File: src/ccr_defines.vh
// Constants for the channel change reply and class request framer
`ifndef CCR_DEFINES_VH
`define CCR_DEFINES_VH
// ----------------------------------------
// Confirmation codes
// ----------------------------------------
`define CCR_CC_OK        8'h00
`define CCR_CC_ARRIVE    8'h01
`define CCR_CC_DEPART    8'h02
`define CCR_CC_ALREADY   8'h03
`define CCR_DCI_SUCCESS  8'h00
`define CCR_DCI_REJ_TEMP 8'h03
`define CCR_DCI_REJ_PERM 8'h04
// ----------------------------------------
// Element codes
// ----------------------------------------
`define CCR_T_JUMP       8'h01
`define CCR_ST_LEN       8'h01
`define CCR_ST_LEN_L     8'h04
`define CCR_ST_START     8'h02
`define CCR_ST_START_L   8'h08
`define CCR_T_KEYSEQ     8'h05
`define CCR_T_KEYSEQ_L   8'h01
`define CCR_T_HMAC       8'h06
`define CCR_T_HMAC_L     8'h14
`define CCR_JUMP_L_S     8'h06
`define CCR_JUMP_L_F     8'h10
`define CCR_INIT_REINIT  3'h0
`define CCR_CLASS_CUSTOMER_CONTROLLED_MODEM_FLAG   0
`define CCR_HMAC_BYTES   5'h14
// ----------------------------------------
// Field lengths in bytes
// ----------------------------------------
`define CCR_B_ID         5'h02
`define CCR_B_CODE       5'h01
`define CCR_B_JHDR       5'h02
`define CCR_B_JLEN       5'h06
`define CCR_B_JST        5'h0a
`define CCR_B_KEY        5'h05
`define CCR_B_CLS        5'h04
`define CCR_JST_N        4'ha
`endif

File: src/ccr_byte_ser.v
// Byte serialiser: shifts a word out most significant byte first
`timescale 1ns/100ps
`include "ccr_defines.vh"
module ccr_byte_ser #(
    parameter W = 64
) (
    input  wire         clock_in,   // System clock
    input  wire         arst_n_in,  // Async reset, active low
    input  wire         load_in,    // Load word
    input  wire [W-1:0] word_in,    // Word to send
    input  wire [3:0]   nbytes_in,  // Bytes to send from the top
    input  wire         adv_in,     // Advance one byte
    output wire [7:0]   byte_out,   // Current byte
    output wire         last_out    // Current byte is the last
);
    reg [W-1:0] sh_q;
    reg [3:0]   cnt_q;

    // Shift register; MSB first keeps the multi-byte order network-style
    always @(posedge clock_in or negedge arst_n_in) begin
        if (!arst_n_in) begin
            sh_q  <= {W{1'b0}};
            cnt_q <= 4'h0;
        end else if (load_in) begin
            sh_q  <= word_in;
            cnt_q <= nbytes_in;
        end else if (adv_in && cnt_q != 4'h0) begin
            sh_q  <= {sh_q[W-9:0], 8'h00};
            cnt_q <= cnt_q - 4'h1;
        end
    end

    assign byte_out = sh_q[W-1:W-8];
    assign last_out = (cnt_q == 4'h1);
endmodule // ccr_byte_ser

File: src/ccr_framer.v
// Channel change reply and class request framer (modem side)
// Notes on behaviour
// [RULE_01] Headend may send destination address element
// [RULE_02] Headend includes address when retuning downstream
// [RULE_03] First reply goes out before retuning
// [RULE_04] Same channels: reply already-on-channel code
// [RULE_05] Requests during a change are dropped
// [RULE_06] Second reply unless MAC re-initialised
// [RULE_07] Reply holds transaction id then code
// [RULE_08] Privacy adds key sequence, digest last
// [RULE_09] Reply element codes are message local
// [RULE_10] Jump times counted in 10.24 MHz ticks
// [RULE_11] Jump length sub-element always present
// [RULE_12] Optional start time holds start, accuracy
// [RULE_13] Headend treats small start as wrapped
// [RULE_14] Headend outage window uses start, accuracy, length
// [RULE_15] Headend acknowledges arrive replies
// [RULE_16] Acknowledge echoes id, privacy digest last
// [RULE_17] Class request right after ranging complete
// [RULE_18] Initialisation waits for class reply
// [RULE_19] Class request carries ranging identifier
// [RULE_20] Class field: bit 0 flag, rest zero
// [RULE_21] Class reply code: resend, abandon, continue
// [RULE_22] Elements: type, length, value, MSB first
`timescale 1ns/100ps
`include "ccr_defines.vh"
module ccr_framer #(
    parameter CLASS_RETRY_MAX = 8'h03
) (
    input  wire         clock_in,            // 10 MHz system clock
    input  wire         arst_n_in,           // Async reset, active low
    input  wire         chg_req_in,          // Channel change request pulse
    input  wire [15:0]  chg_txn_id_in,       // Transaction id of request
    input  wire         chg_same_chan_in,    // Request names current channels
    input  wire [2:0]   chg_init_opt_in,     // Initialization option of request
    input  wire         retune_done_in,      // Retune finished pulse
    input  wire         privacy_en_in,       // Privacy enabled
    input  wire [7:0]   key_seq_in,          // Auth key sequence number
    input  wire [159:0] hmac_in,             // Digest for current message
    input  wire         jump_start_en_in,    // Include start-time sub-element
    input  wire [31:0]  jump_len_in,         // Jump length in timestamp ticks
    input  wire [31:0]  jump_start_in,       // Planned start timestamp
    input  wire [31:0]  jump_acc_in,         // Start accuracy in ticks
    input  wire         ranging_done_in,     // Ranging complete pulse
    input  wire [13:0]  service_identifier_in, // Temporary id from ranging
    input  wire         customer_controlled_modem_flag_in, // Class bit 0
    input  wire         class_reply_in,      // Class reply received pulse
    input  wire [7:0]   class_reply_code_in, // Class reply confirmation code
    input  wire         class_timeout_in,    // Class reply timer expired pulse
    input  wire         tx_ready_in,         // Upstream accepts a byte
    output reg          tx_valid_out,        // Byte valid
    output reg  [7:0]   tx_byte_out,         // Message byte
    output reg          tx_last_out,         // Last byte of message
    output reg          tx_is_class_out,     // Message is a class request
    output reg          retune_go_out,       // Start retuning pulse
    output reg          chg_busy_out,        // Channel change in progress
    output reg          init_hold_out,       // Initialisation held
    output reg          reg_continue_out,    // Registration may continue pulse
    output reg          rescan_out           // Abandon and rescan pulse
);
    // ----------------------------------------
    // States
    // ----------------------------------------
    localparam S_IDLE = 3'h0;
    localparam S_SEND = 3'h1;
    localparam S_WAIT = 3'h2;
    localparam S_TUNE = 3'h3;
    localparam S_DCIW = 3'h4;
    // Message field steps
    localparam F_ID   = 4'h0;
    localparam F_CODE = 4'h1;
    localparam F_JHDR = 4'h2;
    localparam F_JLEN = 4'h3;
    localparam F_JST  = 4'h4;
    localparam F_KEY  = 4'h5;
    localparam F_HMAC = 4'h6;
    localparam F_SID  = 4'h7;
    localparam F_CLS  = 4'h8;
    localparam F_DONE = 4'h9;

    reg [2:0]   st_q;
    reg [3:0]   fld_q;
    reg [15:0]  txn_q;
    reg [7:0]   code_q;
    reg         second_q;
    reg         is_class_q;
    reg [7:0]   retry_q;
    reg [4:0]   hcnt_q;
    reg [159:0] hmac_q;
    reg [3:0]   nf;
    reg [4:0]   nc;
    reg [7:0]   nb;
    reg [159:0] nw;
    wire [7:0]  ser_byte;
    wire        adv     = tx_valid_out & tx_ready_in;
    wire        ser_ld  = (st_q == S_IDLE) && chg_req_in && !ranging_done_in;
    wire        ser_adv = adv && (st_q == S_SEND) && !tx_last_out && (nf == F_JST);

    // Start-time element is captured with the request so it cannot shift mid-message
    ccr_byte_ser #(.W(80)) u_ser (
        .clock_in  (clock_in),
        .arst_n_in (arst_n_in),
        .load_in   (ser_ld),
        .word_in   ({`CCR_ST_START, `CCR_ST_START_L, jump_start_in, jump_acc_in}),
        .nbytes_in (`CCR_JST_N),
        .adv_in    (ser_adv),
        .byte_out  (ser_byte),
        .last_out  ()
    );

    // ----------------------------------------
    // Next field and its content
    // ----------------------------------------
    // Field order fixes the digest as the final element of every reply sent with privacy enabled
    function [3:0] nxt;
        input [3:0] f;
        begin
            case (f)
                F_ID:    nxt = F_CODE;
                F_CODE:  nxt = second_q ? (privacy_en_in ? F_KEY : F_DONE) : F_JHDR;
                F_JHDR:  nxt = F_JLEN;
                F_JLEN:  nxt = jump_start_en_in ? F_JST : (privacy_en_in ? F_KEY : F_DONE);
                F_JST:   nxt = privacy_en_in ? F_KEY : F_DONE;
                F_KEY:   nxt = F_HMAC;
                F_SID:   nxt = F_CLS;
                default: nxt = F_DONE;
            endcase
        end
    endfunction

    // Bytes in each field
    function [4:0] flen;
        input [3:0] f;
        begin
            case (f)
                F_ID:    flen = `CCR_B_ID;
                F_SID:   flen = `CCR_B_ID;
                F_CODE:  flen = `CCR_B_CODE;
                F_JHDR:  flen = `CCR_B_JHDR;
                F_JLEN:  flen = `CCR_B_JLEN;
                F_JST:   flen = `CCR_B_JST;
                F_KEY:   flen = `CCR_B_KEY;
                F_HMAC:  flen = `CCR_HMAC_BYTES;
                F_CLS:   flen = `CCR_B_CLS;
                default: flen = 5'h0;
            endcase
        end
    endfunction

    // Byte i of an n-byte field held in the low end of w, top byte first
    function [7:0] pick;
        input [159:0] w;
        input [4:0]   n;
        input [4:0]   i;
        begin
            pick = (n > i) ? w[8*(n-i-5'h1) +: 8] : 8'h0;
        end
    endfunction

    // Next byte to show: its field, its index and its value
    always @* begin
        nf = (hcnt_q == flen(fld_q) - 5'h1) ? nxt(fld_q) : fld_q;
        nc = (nf == fld_q) ? hcnt_q + 5'h1 : 5'h0;
        case (nf)
            F_ID:    nw = {144'h0, txn_q}; // RULE_07
            F_CODE:  nw = {152'h0, code_q};
            F_JHDR:  nw = {144'h0, `CCR_T_JUMP, jump_start_en_in ? `CCR_JUMP_L_F : `CCR_JUMP_L_S}; // RULE_09
            F_JLEN:  nw = {112'h0, `CCR_ST_LEN, `CCR_ST_LEN_L, jump_len_in}; // RULE_10 RULE_11
            F_KEY:   nw = {120'h0, `CCR_T_KEYSEQ, `CCR_T_KEYSEQ_L, key_seq_in,
                           `CCR_T_HMAC, `CCR_T_HMAC_L}; // RULE_08
            F_HMAC:  nw = hmac_q;
            F_SID:   nw = {146'h0, service_identifier_in};
            F_CLS:   nw = {159'h0, customer_controlled_modem_flag_in}; // RULE_20
            default: nw = 160'h0;
        endcase
        nb = (nf == F_JST) ? ser_byte : pick(nw, flen(nf), nc); // RULE_12
    end

    // ----------------------------------------
    // Main sequencer
    // ----------------------------------------
    always @(posedge clock_in or negedge arst_n_in) begin
        if (!arst_n_in) begin
            st_q             <= S_IDLE;
            fld_q            <= F_ID;
            txn_q            <= 16'h0;
            code_q           <= 8'h0;
            second_q         <= 1'b0;
            is_class_q       <= 1'b0;
            retry_q          <= 8'h0;
            hcnt_q           <= 5'h0;
            hmac_q           <= 160'h0;
            tx_valid_out     <= 1'b0;
            tx_byte_out      <= 8'h0;
            tx_last_out      <= 1'b0;
            tx_is_class_out  <= 1'b0;
            retune_go_out    <= 1'b0;
            chg_busy_out     <= 1'b0;
            init_hold_out    <= 1'b0;
            reg_continue_out <= 1'b0;
            rescan_out       <= 1'b0;
        end else begin
            retune_go_out    <= 1'b0;
            reg_continue_out <= 1'b0;
            rescan_out       <= 1'b0;
            case (st_q)
                S_IDLE: begin
                    if (ranging_done_in) begin
                        // RULE_17 RULE_19
                        is_class_q    <= 1'b1;
                        init_hold_out <= 1'b1; // RULE_18
                        retry_q       <= 8'h0;
                        st_q          <= S_SEND;
                        fld_q         <= F_SID;
                        tx_valid_out  <= 1'b1;
                        tx_is_class_out <= 1'b1;
                        tx_byte_out   <= {2'h0, service_identifier_in[13:8]};
                        tx_last_out   <= 1'b0;
                    end else if (chg_req_in) begin
                        txn_q        <= chg_txn_id_in;
                        // RULE_04
                        code_q       <= chg_same_chan_in ? `CCR_CC_ALREADY : `CCR_CC_DEPART;
                        second_q     <= chg_same_chan_in;
                        is_class_q   <= 1'b0;
                        chg_busy_out <= 1'b1; // RULE_05
                        hmac_q       <= hmac_in;
                        st_q         <= S_SEND;
                        fld_q        <= F_ID;
                        tx_valid_out <= 1'b1;
                        tx_is_class_out <= 1'b0;
                        tx_byte_out  <= chg_txn_id_in[15:8]; // RULE_07 RULE_03
                        tx_last_out  <= 1'b0;
                    end
                end
                S_SEND: begin
                    if (adv && tx_last_out) begin
                        tx_valid_out <= 1'b0;
                        tx_last_out  <= 1'b0;
                        hcnt_q       <= 5'h0;
                        fld_q        <= F_DONE;
                    end else if (adv && fld_q != F_DONE) begin
                        // Bytes move only on acceptance, so a stalled byte stays put
                        fld_q       <= nf;
                        hcnt_q      <= nc;
                        tx_byte_out <= nb; // RULE_22
                        tx_last_out <= (nc == flen(nf) - 5'h1) && (nxt(nf) == F_DONE);
                    end
                    if (fld_q == F_DONE) begin
                        if (is_class_q) begin
                            st_q <= S_DCIW;
                        end else if (second_q) begin
                            chg_busy_out <= 1'b0;
                            st_q         <= S_IDLE;
                        end else begin
                            retune_go_out <= 1'b1; // RULE_03
                            st_q          <= S_TUNE;
                        end
                    end
                end
                S_TUNE: begin
                    // RULE_05
                    if (retune_done_in) begin
                        if (chg_init_opt_in == `CCR_INIT_REINIT) begin
                            chg_busy_out <= 1'b0; // RULE_06
                            st_q         <= S_IDLE;
                        end else begin
                            code_q       <= `CCR_CC_ARRIVE; // RULE_06
                            second_q     <= 1'b1;
                            hmac_q       <= hmac_in;
                            st_q         <= S_SEND;
                            fld_q        <= F_ID;
                            tx_valid_out <= 1'b1;
                            tx_byte_out  <= txn_q[15:8];
                        end
                    end
                end
                S_DCIW: begin
                    // RULE_21
                    if (class_reply_in) begin
                        if (class_reply_code_in == `CCR_DCI_REJ_TEMP) begin
                            retry_q <= 8'h0;
                            st_q    <= S_SEND;
                            fld_q   <= F_SID;
                            tx_valid_out <= 1'b1;
                            tx_byte_out  <= {2'h0, service_identifier_in[13:8]};
                        end else if (class_reply_code_in == `CCR_DCI_REJ_PERM) begin
                            rescan_out    <= 1'b1;
                            init_hold_out <= 1'b0;
                            st_q          <= S_IDLE;
                        end else if (class_reply_code_in == `CCR_DCI_SUCCESS) begin
                            reg_continue_out <= 1'b1;
                            init_hold_out    <= 1'b0;
                            st_q             <= S_IDLE;
                        end
                    end else if (class_timeout_in) begin
                        if (retry_q == CLASS_RETRY_MAX) begin
                            rescan_out    <= 1'b1;
                            init_hold_out <= 1'b0;
                            st_q          <= S_IDLE;
                        end else begin
                            retry_q      <= retry_q + 8'h1;
                            st_q         <= S_SEND;
                            fld_q        <= F_SID;
                            tx_valid_out <= 1'b1;
                            tx_byte_out  <= {2'h0, service_identifier_in[13:8]};
                        end
                    end
                end
                default: st_q <= S_IDLE;
            endcase
        end
    end
endmodule // ccr_framer

File: config.mk
export PLATFORM = sky130hd
export DESIGN_NAME = ccr_framer
export DESIGN_NICKNAME = d
export VERILOG_FILES = /design/src/ccr_byte_ser.v /design/src/ccr_framer.v
export VERILOG_INCLUDE_DIRS = /design/src
export SDC_FILE = /design/constraint.sdc
export NUM_CORES = 1
export LEC_CHECK = 0
export BUFFER_PORTS_ARGS = -buffer_cell sky130_fd_sc_hd__buf_2
export CORE_MARGIN = 2
export CORE_UTILIZATION = 50
export DETAILED_ROUTE_END_ITERATION = 7
export PLACE_DENSITY = 0.83
export SKIP_CTS_REPAIR_TIMING = 1
export SLEW_MARGIN = 0
export SYNTH_ARGS = -nofsm -noshare
export SYNTH_HDL_FRONTEND = slang
export SYNTH_SLANG_ARGS = --single-unit
File: constraint.sdc
create_clock -name clock_in -period 6.59 [get_ports clock_in]
set_input_delay 1.318 -clock clock_in [delete_from_list [all_inputs] [get_ports clock_in]]
set_output_delay 1.318 -clock clock_in [all_outputs]
set_load 0.05 [all_outputs]
After elaboration in Yosys (flattened, before gate mapping)

Memory sizes are Yosys's and may differ from the RTL's.
Cells that the tools add are included.

Equal/unequal tests: 47
Order comparisons: 1
Bitwise logic cells: 2
Reduce and logical (&&, ||, !) cells: 37
Mux-type cells: 125
Add/subtract/negate cells: 7
Shift-type cells: 1

Operator list:

| kind                                                            | number |
|---|---|
| 160-bit one-hot mux with 8 select lines                         | 1 |
| 160-bit two-way mux                                             | 4 |
| 160-bit one-hot mux with 2 select lines                         | 1 |
| 8-bit two-way mux                                               | 21 |
| 80-bit two-way mux                                              | 2 |
| 160-bit by 33-bit variable part select with 8-bit output        | 1 |
| 4-bit two-way mux                                               | 19 |
| 4-bit one-hot mux with 7 select lines                           | 2 |
| 1-bit two-way mux                                               | 47 |
| 5-bit two-way mux                                               | 7 |
| 8-bit one-hot mux with 2 select lines                           | 2 |
| 8-bit one-hot mux with 4 select lines                           | 1 |
| 3-bit two-way mux                                               | 10 |
| 4-bit by 3-bit == test with 1-bit output, second input constant | 7 |
| 8-bit AND reduction                                             | 3 |
| 2-bit != test, second input constant                            | 9 |
| 3-bit != test, second input constant                            | 6 |
| 4-bit by 2-bit == test with 1-bit output, second input constant | 4 |
| 8-bit by 2-bit == test with 1-bit output, second input constant | 2 |
| 4-bit one-hot mux with 4 select lines                           | 1 |
| 5-bit AND reduction                                             | 3 |
| 4-bit == test, second input constant                            | 3 |
| 3-bit one-hot mux with 4 select lines                           | 1 |
| 2-bit nonzero test                                              | 6 |
| other kinds (35)                                                | 57 |

Logic and storage cells: 242
Bits in registers: 305
ROM bits: 240
Input port bits: 317
Output and inout bits: 16
Memories: 3

Memories:

| memory           | words | bits a word | read ports | clocked after Yosys merged registers in | wr ports | line             | text |
|---|---|---|---|---|---|---|---|
| (name not given) | 16    | 5           | 1          | 0                                       | 0        | ccr_framer.v:135 | `case (f)` |
| (name not given) | 16    | 5           | 1          | 0                                       | 0        | ccr_framer.v:135 |  |
| (name not given) | 16    | 5           | 1          | 0                                       | 0        | ccr_framer.v:135 |  |

Depth between registers and ports, before layout

Word-level depth: 14
Depth in mapped cells: 31
Mapped depth without buffers: 29

Hierarchy

Synthesis repeated with hierarchy kept, for this count alone.

Cells, all modules: 1529
Area total of the unflattened synthesis: 16468.3 sq um

Modules (own cells, without submodules):

| module       | times used | area each (sq um) | cells each | seq. area each (sq um) |
|---|---|---|---|---|
| ccr_framer   | 1          | 12336.8           | 1119       | 5355.1 |
| ccr_byte_ser | 1          | 4131.5            | 410        | 2102.0 |

Least setup slack after synthesis

Ideal clock, no wire load.

Kind: reg-to-reg
Start point: register fld_q[1]
End point: register tx_byte_out[7]
Buffers on the path: 2
Stages on the path, launching flop included: 29
Data arrival time: 6.482 ns
Library setup time: 0.086 ns
Period minus slack after synthesis: 6.568 ns
Slack: 0.022 ns
Cells stage by stage: dfrtp_1 -> inv_1 -> ha_1 -> buf_2 -> nor2b_1 -> inv_1 -> ha_1 -> xnor2_1 -> nand2_1 -> o32ai_1 -> nand3_1 -> o21ai_0 -> ha_1 -> clkbuf_1 -> nand2_1 -> a2111oi_0 -> o22ai_1 -> nand2_1 -> ha_1 -> xnor2_1 -> nand3_1 -> and3_1 -> a211o_1 -> nor3_1 -> o211a_1 -> a21oi_1 -> or2_0 -> a221o_1 -> a32oi_1

Cells in the longest elaborated chain, start to end: 14
Elaborated cells on any way between the ends: 38

Ends and longest elaborated chain:

| item                                                                                 | line             | text |
|---|---|---|
| from (decl)                                                                          | ccr_framer.v:82  | `reg [3:0] fld_q;` |
| from (signal assigned)                                                               | ccr_framer.v:243 | `fld_q <= nf;` |
| branches (longest 14 deep; another with 6-bit by 2-bit subtractor with 7-bit output) | --               |  |
| to (signal assigned)                                                                 | ccr_framer.v:217 | `tx_byte_out <= {2'h0, service_identifier_in[13:8]};` |
| to (signal assigned)                                                                 | ccr_framer.v:231 | `tx_byte_out <= chg_txn_id_in[15:8];` |
| to (signal assigned)                                                                 | ccr_framer.v:245 | `tx_byte_out <= nb;` |
| to (decl)                                                                            | ccr_framer.v:52  | `output reg [7:0] tx_byte_out,` |

Several ways; the timed one is not identified. The select of a mux whose other input is x is not followed.
A chain may end at the register's enable or synchronous reset.

Worst setup path in the final report

Start point: register fld_q[0]
End point: register tx_byte_out[3]

Same word-level chain as after synthesis.

==> impl_metrics.tcl <==
set metrics [dict create \
    period_share 0.948 \
    setup_viol_count_final 0 \
    min_from "u_ser.sh_q[57]" \
    ys_warn_count 0 \
    synthTopCellsByCount "298 x dfrtp_1, 298 x nand2_1, 162 x mux2_2" \
    clock_latency_ps 520 \
    postRouteAntennaNets 0 \
    hold_violations 0 \
    drt_iter0_markers 1442 \
    yosys.area.top_type "dfrtp_1" \
    dieHeight_um 183 \
    cts_htree_levels 2 \
    endpoint_kind "flop" \
    start_kind "flop" \
    slew_headroom 0.235 \
    async_flop_share 1.00 \
    port_buffers 332 \
    clockBufferDepth 3 \
    syn_area_um2 16000 \
    core-area_um2 31500 \
    synth_area_per_cell_um2 10.2 \
    skew_ps 19.1 \
    crit_family "compound AO/OA/AOI/OAI gates" \
    drcViolationCount 0 \
    synth_edf_count 0 \
    clkTransAtPathRegs_ps 60 \
    grt_max_degree 163 \
    root_buffer "clkbuf_16" \
    max_stage_delay_ps 430 \
    wl_per_cell_um 23.2 \
    grt_pass1_wl_um 82200 \
    antenna_found_initial 21 \
    pin_count 333 \
    met3_length_um 4700 \
    critPathMaxFanout 7 \
    num_rows 65 \
    routed_wl_um 54300 \
    dr.pass1.iters 6 \
    cts_tree "done" \
    synth_cells 1561 \
    synth_cell_type_count 82 \
    place_congestion 1.00 \
    syn2layout_area_growth_pct 22.7 \
    wl_met1_um 21200 \
    startpoint "fld_q[0]" \
    synth_top_area_frac 0.467 \
    fmax_mhz 160 \
    required_ps 7030 \
    route.met2.wl_um 25600 \
    synth_area_leaders "dfrtp_1 47%, mux2_2 11%, nand2_1 7.0%" \
    viasPerCell 6.14 \
    crit_buf_inv 4 \
    dr_total_vias 14400 \
    finalCriticalPeriod_ps 6240 \
    final_nets 2232 \
    grt.overflow.total 0 \
    start_util 0.508 \
    place.detailed.hpwl_um 39900 \
    multi_input_area_um2 8090 \
    cpMaxStageDelayCell "dfrtp_2" \
    die_area_um2 33400 \
    fillCellCount 2578 \
    ys.flop_type "dfrtp_1" \
    syn_nets 1900 \
    fin_hold_ws_ps 471 \
    cts_buffers 34 \
    status "finished, final reports clean" \
    cts_sinks 298 \
    path_common_cell "ha_1" \
    regArea_um2 7460 \
    grt_use_total 0.322 \
    critPathArrivalTime_ps 6690 \
    worstMarginPinSlew_ps 1150 \
    ys_seq_area_frac 0.467 \
    top_layer "met5" \
    ys_ff_latch 298 \
    grt_pass1_vias 14400 \
    maxCapViolCount 0 \
    drive_gt1_frac 0.360 \
    die_w_um 183 \
    timing_max_transition_violations_final 0 \
    hold_class "flop to flop" \
    timing.rr.start "fld_q[0]" \
    path_class "flop to flop" \
]
## area by class of cell
class	count	share of cell area
multi-input cells	1122	0.413
repair buffers	400	0.114
diodes	19	0.00243
clock inverters	13	0.00798
well taps	402	0.0257
flip-flops and latches	298	0.380
clock buffers	47	0.0500
inverters	37	0.00708
## stage by stage
| step | instance area, um^2 | setup WS [ps] | util | std cells | TNS, ps |
|---|---|---|---|---|---|
| finish | 19600 | 346 | 0.623 | 2338 | 0 |
| global route | 19600 | -21.1 | 0.623 | 2337 | -24.3 |
| CTS | 19400 | -34.2 | 0.617 | 2314 | -34.2 |
| global placement | 18300 | 130 | 0.581 | 2254 | 0 |
| floorplan | 16000 | 22.3 | - | 1561 | 0 |
| detailed placement | 18300 | 3.59 | 0.581 | 2254 | 0 |
## state kept, by name, indices dropped and copies added (netlist names), 2 cells and up
name,flops
txn_q,16
st_q,3
retry_q,8
hcnt_q,5
fld_q,4
u_ser.sh_q,80
tx_byte_out,8
hmac_q,160
code_q,2
u_ser.cnt_q,4
## path summary, 6_finish.rpt
check	endpoint	slack, ps	cells after the start
max in group asynchronous	tx_byte_out[5]	4210	2
max	tx_byte_out[3]	350	28
min	u_ser.sh_q[65]	470	2
max reg2reg	tx_byte_out[3]	350	28
min reg2reg	u_ser.sh_q[65]	470	2
min in group asynchronous	u_ser.sh_q[44]	900	1
## cells by family after synthesis
kind of cell,synth area share
AOI/OAI and AO/OA,0.156
DFF,0.467
and+or+nand+nor,0.148
xor gates and xnor gates,0.0125
adders and majority gates,0.0177
muxes,0.164
buffers and inverters,0.0352
## worst reg2reg max path, delay by kind of cell (launching register included)
| kind | cells | cell delay [ps] |
|---|---|---|
| XOR/XNOR | 1 | 150 |
| AND/OR/NAND/NOR | 7 | 1280 |
| adder cells (fa/ha/maj) | 4 | 1250 |
| flip-flops | 1 | 430 |
| AO/OA/AOI/OAI | 12 | 2530 |
| buffers and inverters | 4 | 540 |
## layout by cell type (no fill, tap or decap), drive strengths merged, types with 13 or more instances in the layout
master	n
buf	400
nand2	298
dfrtp	298
mux2	162
a21oi	69
nor2	64
a22oi	58
o21ai	54
clkbuf	47
nand3	41
inv	37
mux4	30
nor3	24
ha	21
diode	19
a31oi	19
a221oi	13
nor4	13
## layer usage
layer,GRT usage,vias up
li1,-,6414
met1,0.412,7009
met2,0.515,737
met3,0.0727,185
met4,0.167,6
met5,0,-
Power is not shown: default switching activity piles up to over one toggle a cycle in this logic, so the estimate is an artifact.
